File: src/rtl/bsc_map.svh
// Bit positions, reset images and encodings of the breakpoint status and control registers
`ifndef BSC_MAP_SVH
`define BSC_MAP_SVH

// Status register layout
`define BSC_S_HIT_LSB      0
`define BSC_S_BD           13
`define BSC_S_BS           14
`define BSC_S_BT           15
`define BSC_S_RSVD_ONES    64'h0000_0000_ffff_0ff0
`define BSC_S_RESET_FLAGS  4'h0

// Control register layout
`define BSC_C_L0           0
`define BSC_C_EN_STRIDE    2
`define BSC_C_LE           8
`define BSC_C_GE           9
`define BSC_C_GD           13
`define BSC_C_RW0_LSB      16
`define BSC_C_LEN0_LSB     18
`define BSC_C_FIELD_STRIDE 4
`define BSC_C_RSVD_ONES    64'h0000_0000_0000_0400
`define BSC_C_RESET_FIELD  2'h0

// Upper half of either register
`define BSC_UPPER_LSB      32
`define BSC_UPPER_ZERO     32'h0000_0000

// Debug register numbers
`define BSC_DR_LAST_ADDR   3'h3
`define BSC_DR_ALIAS_STAT  3'h4
`define BSC_DR_ALIAS_CTRL  3'h5
`define BSC_DR_STAT        3'h6
`define BSC_DR_CTRL        3'h7

// Access-type encodings
`define BSC_RW_EXEC        2'h0
`define BSC_RW_WRITE       2'h1
`define BSC_RW_IO          2'h2
`define BSC_RW_DATA        2'h3

// Range-length encodings, as kept-address-bit masks on the low three bits
`define BSC_LEN_1B         2'h0
`define BSC_LEN_2B         2'h1
`define BSC_LEN_8B         2'h2
`define BSC_LEN_4B         2'h3
`define BSC_KEEP_1B        3'h7
`define BSC_KEEP_2B        3'h6
`define BSC_KEEP_4B        3'h4
`define BSC_KEEP_8B        3'h0

`endif

File: src/rtl/bsc_pkg.sv
// Types shared by the breakpoint status and control block
package bsc_pkg;

  // Kind of the memory or I/O reference presented to the comparators
  typedef enum logic [1:0] {BSC_ACC_EXEC, BSC_ACC_READ, BSC_ACC_WRITE, BSC_ACC_IO} bsc_acc_e;

  // Cause reported with a debug exception, highest priority first
  typedef enum logic [2:0] {BSC_CAUSE_NONE, BSC_CAUSE_STEP, BSC_CAUSE_REG_ACCESS, BSC_CAUSE_TASK,
                            BSC_CAUSE_BREAKPOINT} bsc_cause_e;

  typedef struct packed {
    logic [3:0][1:0] bp_range_size;
    logic [3:0][1:0] bp_access_type;
    logic            reg_access_trap_enable;
    logic            exact_global;
    logic            exact_local;
    logic [3:0]      bp_global_enable;
    logic [3:0]      bp_local_enable;
  } bsc_ctrl_s;

  typedef struct packed {
    logic       task_switch_flag;
    logic       single_step_flag;
    logic       dbg_reg_access_flag;
    logic [3:0] comparator_hit_flags;
  } bsc_stat_s;

  // Debug register move request from the execution pipe
  typedef struct packed {
    logic        valid;
    logic        write;
    logic [2:0]  num;
    logic [63:0] wdata;
  } bsc_req_s;

  // Answer to a debug register move
  typedef struct packed {
    logic        ack;
    logic        gp_fault;
    logic        ud_fault;
    logic        gd_trap;
    logic [63:0] rdata;
  } bsc_rsp_s;

  // Reference presented to the four comparators
  typedef struct packed {
    bsc_acc_e        kind;
    logic [2:0]      acc_lo;
    logic [3:0][2:0] cmp_lo;
    logic [3:0]      hi_match;
  } bsc_ref_s;

  typedef struct packed {
    bsc_stat_s  stat;
    bsc_ctrl_s  ctrl;
    bsc_rsp_s   rsp;
    logic       db_exc;
    bsc_cause_e cause;
  } bsc_state_s;

endpackage

File: src/rtl/bsc_top.sv
// Debug breakpoint status and control registers with their event updates
`timescale 1ns/1ps
`include "bsc_map.svh"

module bsc_top (
  input  wire logic               sys_clk,
  input  wire logic               nrst,
  input  wire bsc_pkg::bsc_req_s  dr_req,
  output bsc_pkg::bsc_rsp_s       dr_rsp,
  input  wire logic               long_mode,
  input  wire logic               mode64,
  input  wire logic               debug_extensions_on,
  input  wire bsc_pkg::bsc_ref_s  ref_in,
  input  wire logic               bp_event,
  input  wire logic               single_step_trap_flag,
  input  wire logic               step_event,
  input  wire logic               hw_task_switch,
  input  wire logic               task_trap_event,
  input  wire logic               handler_entry,
  output logic                    debug_exception,
  output bsc_pkg::bsc_cause_e     db_cause,
  output bsc_pkg::bsc_ctrl_s      ctrl_out,
  output bsc_pkg::bsc_stat_s      stat_out
);

  bsc_pkg::bsc_state_s state_ff;
  bsc_pkg::bsc_state_s nxt_state;
  logic [3:0]          hit;
  logic [63:0]         stat_word;
  logic [63:0]         ctrl_word;
  logic                sel_stat;
  logic                sel_ctrl;
  logic                sel_alias;
  logic                upper_dirty;
  logic                gd_hit;
  logic                step_hit;
  logic                move_ok;

  // Comparator qualification lives apart so the pipe can reuse it per reference
  bsc_hit_unit u_hit (
    .ctrl                (state_ff.ctrl),
    .ref_in              (ref_in),
    .long_mode           (long_mode),
    .debug_extensions_on (debug_extensions_on),
    .hit                 (hit)
  );

  // Status read image: reserved ones fixed, bit 12 and upper half zero
  always_comb begin
    stat_word = `BSC_S_RSVD_ONES;
    stat_word[`BSC_S_HIT_LSB +: 4] = state_ff.stat.comparator_hit_flags;
    stat_word[`BSC_S_BD] = state_ff.stat.dbg_reg_access_flag;
    stat_word[`BSC_S_BS] = state_ff.stat.single_step_flag;
    stat_word[`BSC_S_BT] = state_ff.stat.task_switch_flag;
  end

  // Control read image: reserved zeros, bit 10 always one
  always_comb begin
    ctrl_word = `BSC_C_RSVD_ONES;
    for (int i = 0; i < 4; i++) begin
      ctrl_word[`BSC_C_L0 + `BSC_C_EN_STRIDE * i]     = state_ff.ctrl.bp_local_enable[i];
      ctrl_word[`BSC_C_L0 + `BSC_C_EN_STRIDE * i + 1] = state_ff.ctrl.bp_global_enable[i];
      ctrl_word[`BSC_C_RW0_LSB + `BSC_C_FIELD_STRIDE * i +: 2] = state_ff.ctrl.bp_access_type[i];
      ctrl_word[`BSC_C_LEN0_LSB + `BSC_C_FIELD_STRIDE * i +: 2] = state_ff.ctrl.bp_range_size[i];
    end
    ctrl_word[`BSC_C_LE] = state_ff.ctrl.exact_local;
    ctrl_word[`BSC_C_GE] = state_ff.ctrl.exact_global;
    ctrl_word[`BSC_C_GD] = state_ff.ctrl.reg_access_trap_enable;
  end

  // Request decode; the two low alias numbers fall onto status and control
  assign sel_alias   = (dr_req.num == `BSC_DR_ALIAS_STAT) || (dr_req.num == `BSC_DR_ALIAS_CTRL);
  assign sel_stat    = (dr_req.num == `BSC_DR_STAT) || (dr_req.num == `BSC_DR_ALIAS_STAT);
  assign sel_ctrl    = (dr_req.num == `BSC_DR_CTRL) || (dr_req.num == `BSC_DR_ALIAS_CTRL);
  assign upper_dirty = mode64 && (dr_req.wdata[`BSC_UPPER_LSB +: 32] != `BSC_UPPER_ZERO);

  // Trap enable intercepts every debug register move before it executes
  assign gd_hit   = dr_req.valid && state_ff.ctrl.reg_access_trap_enable;
  assign step_hit = step_event && single_step_trap_flag;
  assign move_ok  = dr_req.valid && !gd_hit && !(sel_alias && debug_extensions_on) &&
                    !(dr_req.write && upper_dirty && (sel_stat || sel_ctrl));

  // Next state: software moves first, hardware events after so a hardware event beats a software write
  always_comb begin
    nxt_state = state_ff;
    nxt_state.rsp.ack      = dr_req.valid;
    nxt_state.rsp.gp_fault = 1'b0;
    nxt_state.rsp.ud_fault = 1'b0;
    nxt_state.rsp.gd_trap  = 1'b0;
    nxt_state.rsp.rdata    = 64'h0000_0000_0000_0000;
    nxt_state.db_exc       = 1'b0;
    nxt_state.cause        = bsc_pkg::BSC_CAUSE_NONE;

    // Alias numbers are illegal once the debug extensions are on
    if (dr_req.valid && !gd_hit && sel_alias && debug_extensions_on) begin
      nxt_state.rsp.ud_fault = 1'b1;
    end

    // Upper half is reserved in 64-bit mode; a set bit faults and nothing is stored
    if (dr_req.valid && !gd_hit && !(sel_alias && debug_extensions_on) && dr_req.write &&
        upper_dirty && (sel_stat || sel_ctrl)) begin
      nxt_state.rsp.gp_fault = 1'b1;
    end

    // Reads return the low half only; the upper half is always zero
    if (move_ok && !dr_req.write) begin
      if (sel_stat) begin
        nxt_state.rsp.rdata = stat_word;
      end else if (sel_ctrl) begin
        nxt_state.rsp.rdata = ctrl_word;
      end
    end

    // Status write: flag bits only, reserved bits ignored
    if (move_ok && dr_req.write && sel_stat) begin
      nxt_state.stat.comparator_hit_flags = dr_req.wdata[`BSC_S_HIT_LSB +: 4];
      nxt_state.stat.dbg_reg_access_flag  = dr_req.wdata[`BSC_S_BD];
      nxt_state.stat.single_step_flag     = dr_req.wdata[`BSC_S_BS];
      nxt_state.stat.task_switch_flag     = dr_req.wdata[`BSC_S_BT];
    end

    // Control write: each comparator takes its own fields
    if (move_ok && dr_req.write && sel_ctrl) begin
      for (int i = 0; i < 4; i++) begin
        nxt_state.ctrl.bp_local_enable[i]  = dr_req.wdata[`BSC_C_L0 + `BSC_C_EN_STRIDE * i];
        nxt_state.ctrl.bp_global_enable[i] = dr_req.wdata[`BSC_C_L0 + `BSC_C_EN_STRIDE * i + 1];
        nxt_state.ctrl.bp_access_type[i] =
          dr_req.wdata[`BSC_C_RW0_LSB + `BSC_C_FIELD_STRIDE * i +: 2];
        nxt_state.ctrl.bp_range_size[i] =
          dr_req.wdata[`BSC_C_LEN0_LSB + `BSC_C_FIELD_STRIDE * i +: 2];
      end
      // Exact bits are kept for software only and steer nothing
      nxt_state.ctrl.exact_local            = dr_req.wdata[`BSC_C_LE];
      nxt_state.ctrl.exact_global           = dr_req.wdata[`BSC_C_GE];
      nxt_state.ctrl.reg_access_trap_enable = dr_req.wdata[`BSC_C_GD];
    end

    // Hardware task switch drops the per-task arming, globals stay
    if (hw_task_switch) begin
      nxt_state.ctrl.bp_local_enable = 4'h0;
    end

    // Handler entry disarms the trap so the handler may touch the registers
    if (handler_entry) begin
      nxt_state.ctrl.reg_access_trap_enable = 1'b0;
    end

    // Breakpoint or general-detect event rewrites every hit flag, set or clear
    if (bp_event || gd_hit) begin
      nxt_state.stat.comparator_hit_flags = hit;
    end

    // Trapped move: flag set, move suppressed, exception raised
    if (gd_hit) begin
      nxt_state.stat.dbg_reg_access_flag = 1'b1;
      nxt_state.rsp.gd_trap              = 1'b1;
    end

    // Sticky flags: only set here, never cleared by hardware
    if (step_hit) begin
      nxt_state.stat.single_step_flag = 1'b1;
    end
    if (task_trap_event) begin
      nxt_state.stat.task_switch_flag = 1'b1;
    end

    // One exception, cause by priority; flags of lower causes are still recorded
    nxt_state.db_exc = step_hit || gd_hit || task_trap_event || bp_event;
    if (step_hit) begin
      nxt_state.cause = bsc_pkg::BSC_CAUSE_STEP;
    end else if (gd_hit) begin
      nxt_state.cause = bsc_pkg::BSC_CAUSE_REG_ACCESS;
    end else if (task_trap_event) begin
      nxt_state.cause = bsc_pkg::BSC_CAUSE_TASK;
    end else if (bp_event) begin
      nxt_state.cause = bsc_pkg::BSC_CAUSE_BREAKPOINT;
    end
  end

  // Single state register; reset leaves all flags and enables clear
  always_ff @(posedge sys_clk) begin
    if (!nrst) begin
      state_ff.stat.comparator_hit_flags <= `BSC_S_RESET_FLAGS;
      state_ff.stat.dbg_reg_access_flag  <= 1'b0;
      state_ff.stat.single_step_flag     <= 1'b0;
      state_ff.stat.task_switch_flag     <= 1'b0;
      for (int i = 0; i < 4; i++) begin
        state_ff.ctrl.bp_range_size[i]  <= `BSC_C_RESET_FIELD;
        state_ff.ctrl.bp_access_type[i] <= `BSC_C_RESET_FIELD;
      end
      state_ff.ctrl.reg_access_trap_enable <= 1'b0;
      state_ff.ctrl.exact_global           <= 1'b0;
      state_ff.ctrl.exact_local            <= 1'b0;
      state_ff.ctrl.bp_global_enable       <= 4'h0;
      state_ff.ctrl.bp_local_enable        <= 4'h0;
      state_ff.rsp.ack                     <= 1'b0;
      state_ff.rsp.gp_fault                <= 1'b0;
      state_ff.rsp.ud_fault                <= 1'b0;
      state_ff.rsp.gd_trap                 <= 1'b0;
      state_ff.rsp.rdata                   <= 64'h0000_0000_0000_0000;
      state_ff.db_exc                      <= 1'b0;
      state_ff.cause                       <= bsc_pkg::BSC_CAUSE_NONE;
    end else begin
      state_ff <= nxt_state;
    end
  end

  // All outputs straight from the state register
  assign dr_rsp          = state_ff.rsp;
  assign debug_exception = state_ff.db_exc;
  assign db_cause        = state_ff.cause;
  assign ctrl_out        = state_ff.ctrl;
  assign stat_out        = state_ff.stat;

endmodule

File: src/rtl/bsc_hit_unit.sv
// Per-comparator qualification of address matches by enable, access type and range length
`timescale 1ns/1ps
`include "bsc_map.svh"

module bsc_hit_unit (
  input  wire bsc_pkg::bsc_ctrl_s ctrl,
  input  wire bsc_pkg::bsc_ref_s  ref_in,
  input  wire logic               long_mode,
  input  wire logic               debug_extensions_on,
  output logic [3:0]              hit
);

  genvar gi;
  generate
    for (gi = 0; gi < 4; gi++) begin : g_cmp
      logic [2:0] keep;
      logic       type_ok;
      // Range length masks the low address bits out of the compare
      always_comb begin
        case (ctrl.bp_range_size[gi])
          `BSC_LEN_1B: keep = `BSC_KEEP_1B;
          `BSC_LEN_2B: keep = `BSC_KEEP_2B;
          `BSC_LEN_4B: keep = `BSC_KEEP_4B;
          `BSC_LEN_8B: keep = long_mode ? `BSC_KEEP_8B : `BSC_KEEP_1B; // Undefined outside long mode
          default:     keep = `BSC_KEEP_1B;
        endcase
      end
      // I/O type never matches unless the debug extensions are on
      always_comb begin
        case (ctrl.bp_access_type[gi])
          `BSC_RW_EXEC:  type_ok = (ref_in.kind == bsc_pkg::BSC_ACC_EXEC);
          `BSC_RW_WRITE: type_ok = (ref_in.kind == bsc_pkg::BSC_ACC_WRITE);
          `BSC_RW_IO:    type_ok = debug_extensions_on && (ref_in.kind == bsc_pkg::BSC_ACC_IO);
          `BSC_RW_DATA:  type_ok = (ref_in.kind == bsc_pkg::BSC_ACC_READ) ||
                                   (ref_in.kind == bsc_pkg::BSC_ACC_WRITE);
          default:       type_ok = 1'b0;
        endcase
      end
      // Each comparator armed by its own local or global enable
      assign hit[gi] = (ctrl.bp_local_enable[gi] | ctrl.bp_global_enable[gi]) && ref_in.hi_match[gi] &&
                       (((ref_in.acc_lo ^ ref_in.cmp_lo[gi]) & keep) == 3'h0) && type_ok;
    end
  endgenerate

endmodule

File: config.mk
export PLATFORM = sky130hd
export DESIGN_NAME = bsc_top
export DESIGN_NICKNAME = d
export VERILOG_FILES = /design/src/rtl/bsc_pkg.sv /design/src/rtl/bsc_top.sv /design/src/rtl/bsc_hit_unit.sv
export VERILOG_INCLUDE_DIRS = /design/src /design/src/rtl
export SDC_FILE = /design/constraint.sdc
export NUM_CORES = 1
export LEC_CHECK = 0
export BUFFER_PORTS_ARGS = -buffer_cell sky130_fd_sc_hd__clkbuf_2
export CAP_MARGIN = 20
export CORE_AREA = 4 4 96 98
export CTS_BUF_LIST = sky130_fd_sc_hd__clkbuf_8
export DETAILED_ROUTE_END_ITERATION = 8
export DIE_AREA = 0 0 100 102
export PLACE_DENSITY = 0.82
export SLEW_MARGIN = 20
export SYNTH_ARGS = -nofsm -noshare
export SYNTH_HDL_FRONTEND = slang
export SYNTH_HIERARCHICAL = 1
export SYNTH_SLANG_ARGS = --single-unit
File: constraint.sdc
create_clock -name sys_clk -period 1.6 [get_ports sys_clk]
set_input_delay 0.16 -clock sys_clk [delete_from_list [all_inputs] [get_ports sys_clk]]
set_output_delay 0.16 -clock sys_clk [all_outputs]
set_load 0.01 [all_outputs]
# Word-level counts from Yosys, hierarchy flattened
# Cells that the tools add are included.
[classes] n_eq_ne=31 bitwise_logic=14 n_mux=23 reduce_logical=68
[ops] cell="two-way mux 32 bit" count=2
[ops] cell="one-hot mux 3 bit (4 select lines)" count=4
[ops] cell="equality test 2 bit (second input constant)" count=18
[ops] cell="nonzero test 32 bit" count=1
[ops] cell="logical AND 1 bit" count=31
[ops] cell="equality test 2 x 1 -> 1 bit (second input constant)" count=9
[ops] cell="zero test 2 bit" count=9
[ops] cell="one-hot mux 1 bit (4 select lines)" count=4
[ops] cell="bitwise AND 3 bit" count=4
[ops] cell="equality test 3 bit (second input constant)" count=4
[ops] cell="zero test 3 bit" count=4
[ops] cell="XOR 3 bit" count=4
[ops] cell="logical OR 1 bit" count=9
[ops] cell="nonzero test 2 bit" count=4
[ops] cell="two-way mux 1 bit" count=7
[ops] cell="two-way mux 7 bit" count=1
[ops] cell="two-way mux 3 bit" count=2
[ops] cell="OR reduction 2 bit" count=3
[ops] cell="zero test 1 bit" count=4
[ops] cell="two-way mux 2 bit" count=2
[ops] cell="two-way mux 4 bit" count=1
[ops] cell="OR 1 bit" count=4
[ops] cell="OR reduction 4 bit" count=1
[ops] cell="OR reduction 3 bit" count=1
[ops] cell="2 further kinds" count=3
[totals] input_bits=101 output_inout_bits=106 elab_cells=163 ff_bits=106

# Logic depth before layout (Yosys ltp)
[logic_depth] word_depth=10 depth_mapped=8 mapped_depth_nobuf=8

# Hierarchy
# The synthesis kept the hierarchy.
[by_module_without_submodules] module="bsc_top" area_per_inst_um2=2854.0 cells_per_inst=330 seq_area_each_um2=1461.4 n_inst=1
[by_module_without_submodules] module="bsc_hit_unit" area_per_inst_um2=446.7 cells_per_inst=60 seq_area_each_um2=0.0 n_inst=1

# Worst setup path after synthesis
# OpenSTA, ideal clock, no wires.
[synth_timing] path_type="register -> register" from="register, netlist name ctrl_out[10]" to="register state_ff (netlist bit stat_out[6])" synth_period_minus_slack_ns=1.671 slack_ns=-0.071 required_ns=1.478 arrival_ns=1.549 stages_incl_launch_ff=6 path_buffers=1 setup_time_ns=0.122 cell_sequence="dfxtp_1 -> nand4b_1 -> or3_1 -> buf_1 -> or4_1 -> o311a_1"
[synth_between] elab_chain_len=8
[synth_lines] element="logical AND 1 bit" line_no="bsc_top.sv:78" source="assign gd_hit = dr_req.valid && state_ff.ctrl.reg_access_trap_enable;"
[synth_lines] element="zero test 1 bit" line_no="bsc_top.sv:80" source="assign move_ok = dr_req.valid && !gd_hit && !(sel_alias && debug_extensions_on) &&"
[synth_lines] element="logical AND 1 bit (3 in a row)" line_no="bsc_top.sv:80"
[synth_lines] element="logical AND 1 bit (2 in a row)" line_no="bsc_top.sv:115" source="if (move_ok && dr_req.write && sel_stat) begin"
[synth_lines] element="nonzero test 2 bit (no source line)"
[synth_lines] element="to (signal assigned)" line_no="bsc_top.sv:204" source="state_ff <= nxt_state;"
[synth_lines] element="to (decl)" line_no="bsc_top.sv:26" source="bsc_pkg::bsc_state_s state_ff;"
# No other way between the ends.
# A chain may end at the register's enable or synchronous reset.

# Worst setup path in the final report
[layout_timing] from="input dr_req[65] (netlist name)" to="register state_ff (netlist bit stat_out[6])"
[layout_between] elab_chain_len=9 elab_cells_between_ends=17 cone_classes="eq/ne: 4; reduce/logical: 13"
[layout_lines] element="from (decl)" line_no="bsc_top.sv:8" source="input wire bsc_pkg::bsc_req_s dr_req,"
[layout_lines] element="equality test 3 bit (no source line)"
[layout_lines] element="logical OR 1 bit (on tied branches)" line_no="bsc_top.sv:72, bsc_top.sv:73, bsc_top.sv:74"
[layout_lines] element="logical AND 1 bit / logical OR 1 bit (equally long branches)" line_no="bsc_top.sv:80, bsc_top.sv:81"
[layout_lines] element="zero test 1 bit / logical AND 1 bit (equally long branches)" line_no="bsc_top.sv:80, bsc_top.sv:81"
[layout_lines] element="logical AND 1 bit / zero test 1 bit (equally long branches)" line_no="bsc_top.sv:80, bsc_top.sv:81"
[layout_lines] element="logical AND 1 bit" line_no="bsc_top.sv:80"
[layout_lines] element="logical AND 1 bit" line_no="bsc_top.sv:115"
[layout_lines] element="logical AND 1 bit *" line_no="bsc_top.sv:115"
[layout_lines] element="nonzero test 2 bit (no source line) *"
# Every way passes the cells marked *; elsewhere a longest branch is shown, timed or not.

==> metrics.yaml <==
run_status:
  status: "completed"
setup_path:
  endpoint_of_the_most_critical_register_to_register_path: "stat_out[6]"
  timing.setup.critical_path_class: "input pin to flip-flop"
  worstSetupStartpoint: "dr_req[65]"
  req_time_crit_path_ns: 1.84
  timing.critical_path.slowest_cell_delay_ns: 0.54
  critical_path.cell_chain: "dlygate4sd3_1 -> clkbuf_2 -> nor2b_1 -> or3_1 -> or4_1 -> o311a_1"
  crit_path_start_kind: "input pin"
  critPathCaptureType: "flip-flop"
  cp-endpoint: "stat_out[6]"
  r2r_slack_ns: 0.05
  worst-endpoint-arrival_ns: 1.82
  ff2ff_path_depth: 4
  ff_to_ff_start: "ctrl_out[10]"
  timing.critical_path.slowest_stage_cell: "dlygate4sd3_1"
  path_max_fanout: 2
logic_synthesis:
  synth_ff_type: "dfxtp_1"
  number_of_enable_flip_flop_cells_after_synthesis: 0
  syn_inst: 390
  yosys_warnings: 6
  yosys.cell_types.count: 39
  postSynthRegisterBits: 73
  synth_sequential_area_ratio_pct: 44.3
  synthArstFlopShare_pct: 0
  post_synth.cell_area_avg_um2: 8.46
  synth_area_mm2: 0.00330
grt:
  gr-usage-all-layers_pct: 21.0
  wire_length_of_the_first_global_routing_pass_um: 16800
  number_of_global_route_vias_before_repair: 3296
  grt_start_max_net_pins: 35
  initial_antenna_violation_count: 1
  grt.overflow.total: 0
placed_design:
  placed_area_mm2: 0.00422
  port-buffer-count: 170
  place_congestion: 0.907
  post-dp-hpwl_um: 8670
clock_tree:
  clk_latency_ns: 0.35
  cts_buffer_depth: 2
  cts_buffers: 9
  cts_max_level: 3
  cts_sinks: 73
  cts_root_buf: "clkbuf_8"
  path_clk_slew_ns: 0.08
  post_cts_buffers: 0
  cts_tree: "built"
die:
  core_area_mm2: 0.00847
  die_h_um: 102
  fp.dieW_um: 100
  die_area_mm2: 0.0102
  row_count: 34
  initial_core_util_pct: 39.0
  io_pins: 207
run:
  cap_violations: 0
power_and_ir_drop:
  leakage_nw: 2.03
  power_per_cell_area_mw_per_mm2: 847
  ir_worst_vdd_uv: 426
  report.power.total_mw: 3.77
worst_hold_path:
  worstHoldPathType: "input pin to flip-flop"
  worst_hold_startpoint: "bp_event"
route:
  remaining_drc_errors: 0
  route.vias.total: 3456
  drt-vias-per-instance: 5.09
  detailedRoute.firstIterationViolations: 305
  wirelength_um: 11200
  drt_pre_antenna_iters: 5
  ant_nets: 0
  wl_per_cell_um: 16.5
final_layout:
  insertedDiodeCount: 0
  design.final.nets: 670
  area_growth_pct: 34.8
  drive_gt1_share_pct: 37.1
  layout.filler_cells: 797
  stdcell_area_mm2: 0.00445
  multi_input_combinational_cell_area_mm2: 0.00152
  final-seq-area_mm2: 0.00146
timing:
  fin_worst_skew_ns: 0.00777
  timing.setup.tns_ns: 0
  finalSetupViolations: 0
  timing.fmax_mhz: 633
  timing.final.hold_violations: 0
  final-max-slew-violation-count: 0
  fin_crit_sh_pct: 98.8
  worst_hold_slack_ns: 0.0157
  layout_min_cycle_time_ns: 1.58
-- repair_timing --
item | 4_1_cts | 5_1_grt
endpoints found under the setup margin | 0 | 19
hold buffers | 2 | 0
endpoints found under the hold margin | 2 | 0
gates resized for setup | 0 | 5
-- sequential cells by signal, summed over array words and instances, names as in the netlist --
signal and count:
dr_rsp 35, ctrl_out 27, stat_out 7, db_cause 3, debug_exception 1
-- per-layer routing --
metal / up-vias / GRT usage [%] / share of wire [%]
li1: 1646 / - / -
met1: 1597 / 25.3 / 38
met2: 187 / 34.8 / 49
met3: 24 / 7.37 / 11
met4: 2 / 7.88 / 2.4
met5: - / 0 / 0.13
-- cells in the mapped netlist, types with 2 or more instances --
cell type | number | area share (%)
o21ai_0 | 44 | 6.7
inv_1 | 26 | 3.0
or3_1 | 2 | 0.38
mux2_1 | 4 | 1.4
buf_2 | 4 | 0.61
mux2i_1 | 4 | 1.2
nor2_1 | 9 | 1.0
xor2_1 | 4 | 1.1
nand3b_1 | 4 | 0.91
dfxtp_1 | 73 | 44
nor3_1 | 2 | 0.30
o211ai_1 | 4 | 0.91
clkbuf_1 | 12 | 1.4
and3_1 | 5 | 0.95
nand2_1 | 16 | 1.8
nand4_1 | 2 | 0.38
nand4b_1 | 2 | 0.53
a31oi_1 | 7 | 1.3
and2_1 | 4 | 0.76
buf_1 | 5 | 0.57
nor4_1 | 7 | 1.3
ha_1 | 3 | 1.1
a21oi_1 | 57 | 8.6
nand3_1 | 32 | 4.9
o221ai_2 | 4 | 1.8
buf_4 | 34 | 7.7
xnor2_1 | 8 | 2.1
-- cell families after synthesis --
group	Yosys count	share of synthesized area (%)
other	1	0.114
AOI/OAI and AO/OA	120	20.8
adders and majority gates	3	1.14
DFF	73	44.3
muxes	8	2.58
buffers and inverters	83	13.5
xor gates and xnor gates	12	3.18
and+or+nand+nor	90	14.4
-- area by class of cell --
| type | count | area share [%] |
|---|---|---|
| Tap cell | 108 | 3.04 |
| Multi-Input combinational cell | 266 | 34.1 |
| Timing Repair Buffer | 189 | 23.4 |
| Clock inverter | 7 | 1.60 |
| Clock buffer | 9 | 2.78 |
| Inverter | 27 | 2.28 |
| Sequential cell | 73 | 32.9 |
-- through the flow --
step	std cells	util, %	setup slack, ns
4_1_cts	679	52.3	0.0678
6_report	679	52.6	0.0194
3_3_place_gp	661	49.8	-0.147
3_5_place_dp	661	49.8	-0.215
5_1_grt	679	52.6	-0.00679
2_1_floorplan	422	-	-0.0205
-- worst max-delay path: cells and delay by family --
family | cells | cell delay, ns
and+or+nand+nor | 3 | 0.86
AOI/OAI and AO/OA | 1 | 0.14
buffers and inverters | 2 | 0.67
-- worst min path at each step --
stage,end,slack (ns),depth (start not counted)
floorplan,ctrl_out[10],0.23,1
global placement,ctrl_out[10],0.32,2
detailed placement,ctrl_out[10],0.33,2
CTS,db_cause[2],0.008,3
global route,db_cause[2],0.007,3
finish,db_cause[2],0.02,3
-- power by group --
part	switching [mW]	internal [mW]	leakage [nW]	total (mW)
combinational	0.272	0.199	1.35	0.471
sequential	0.0254	1.85	0.592	1.88
clock	0.704	0.716	0.0912	1.42
total	1.00	2.77	2.03	3.77
-- placed cells by master (no fill, tap or decap), drive strengths merged, types with 9 or more instances in the layout --
master / instances
o21ai: 44
dfxtp: 73
nand2: 16
nand3: 32
inv: 26
a21oi: 57
buf: 17
clkbuf: 179
conb: 33
nor2: 9
Power figures use the tool's default switching activity.
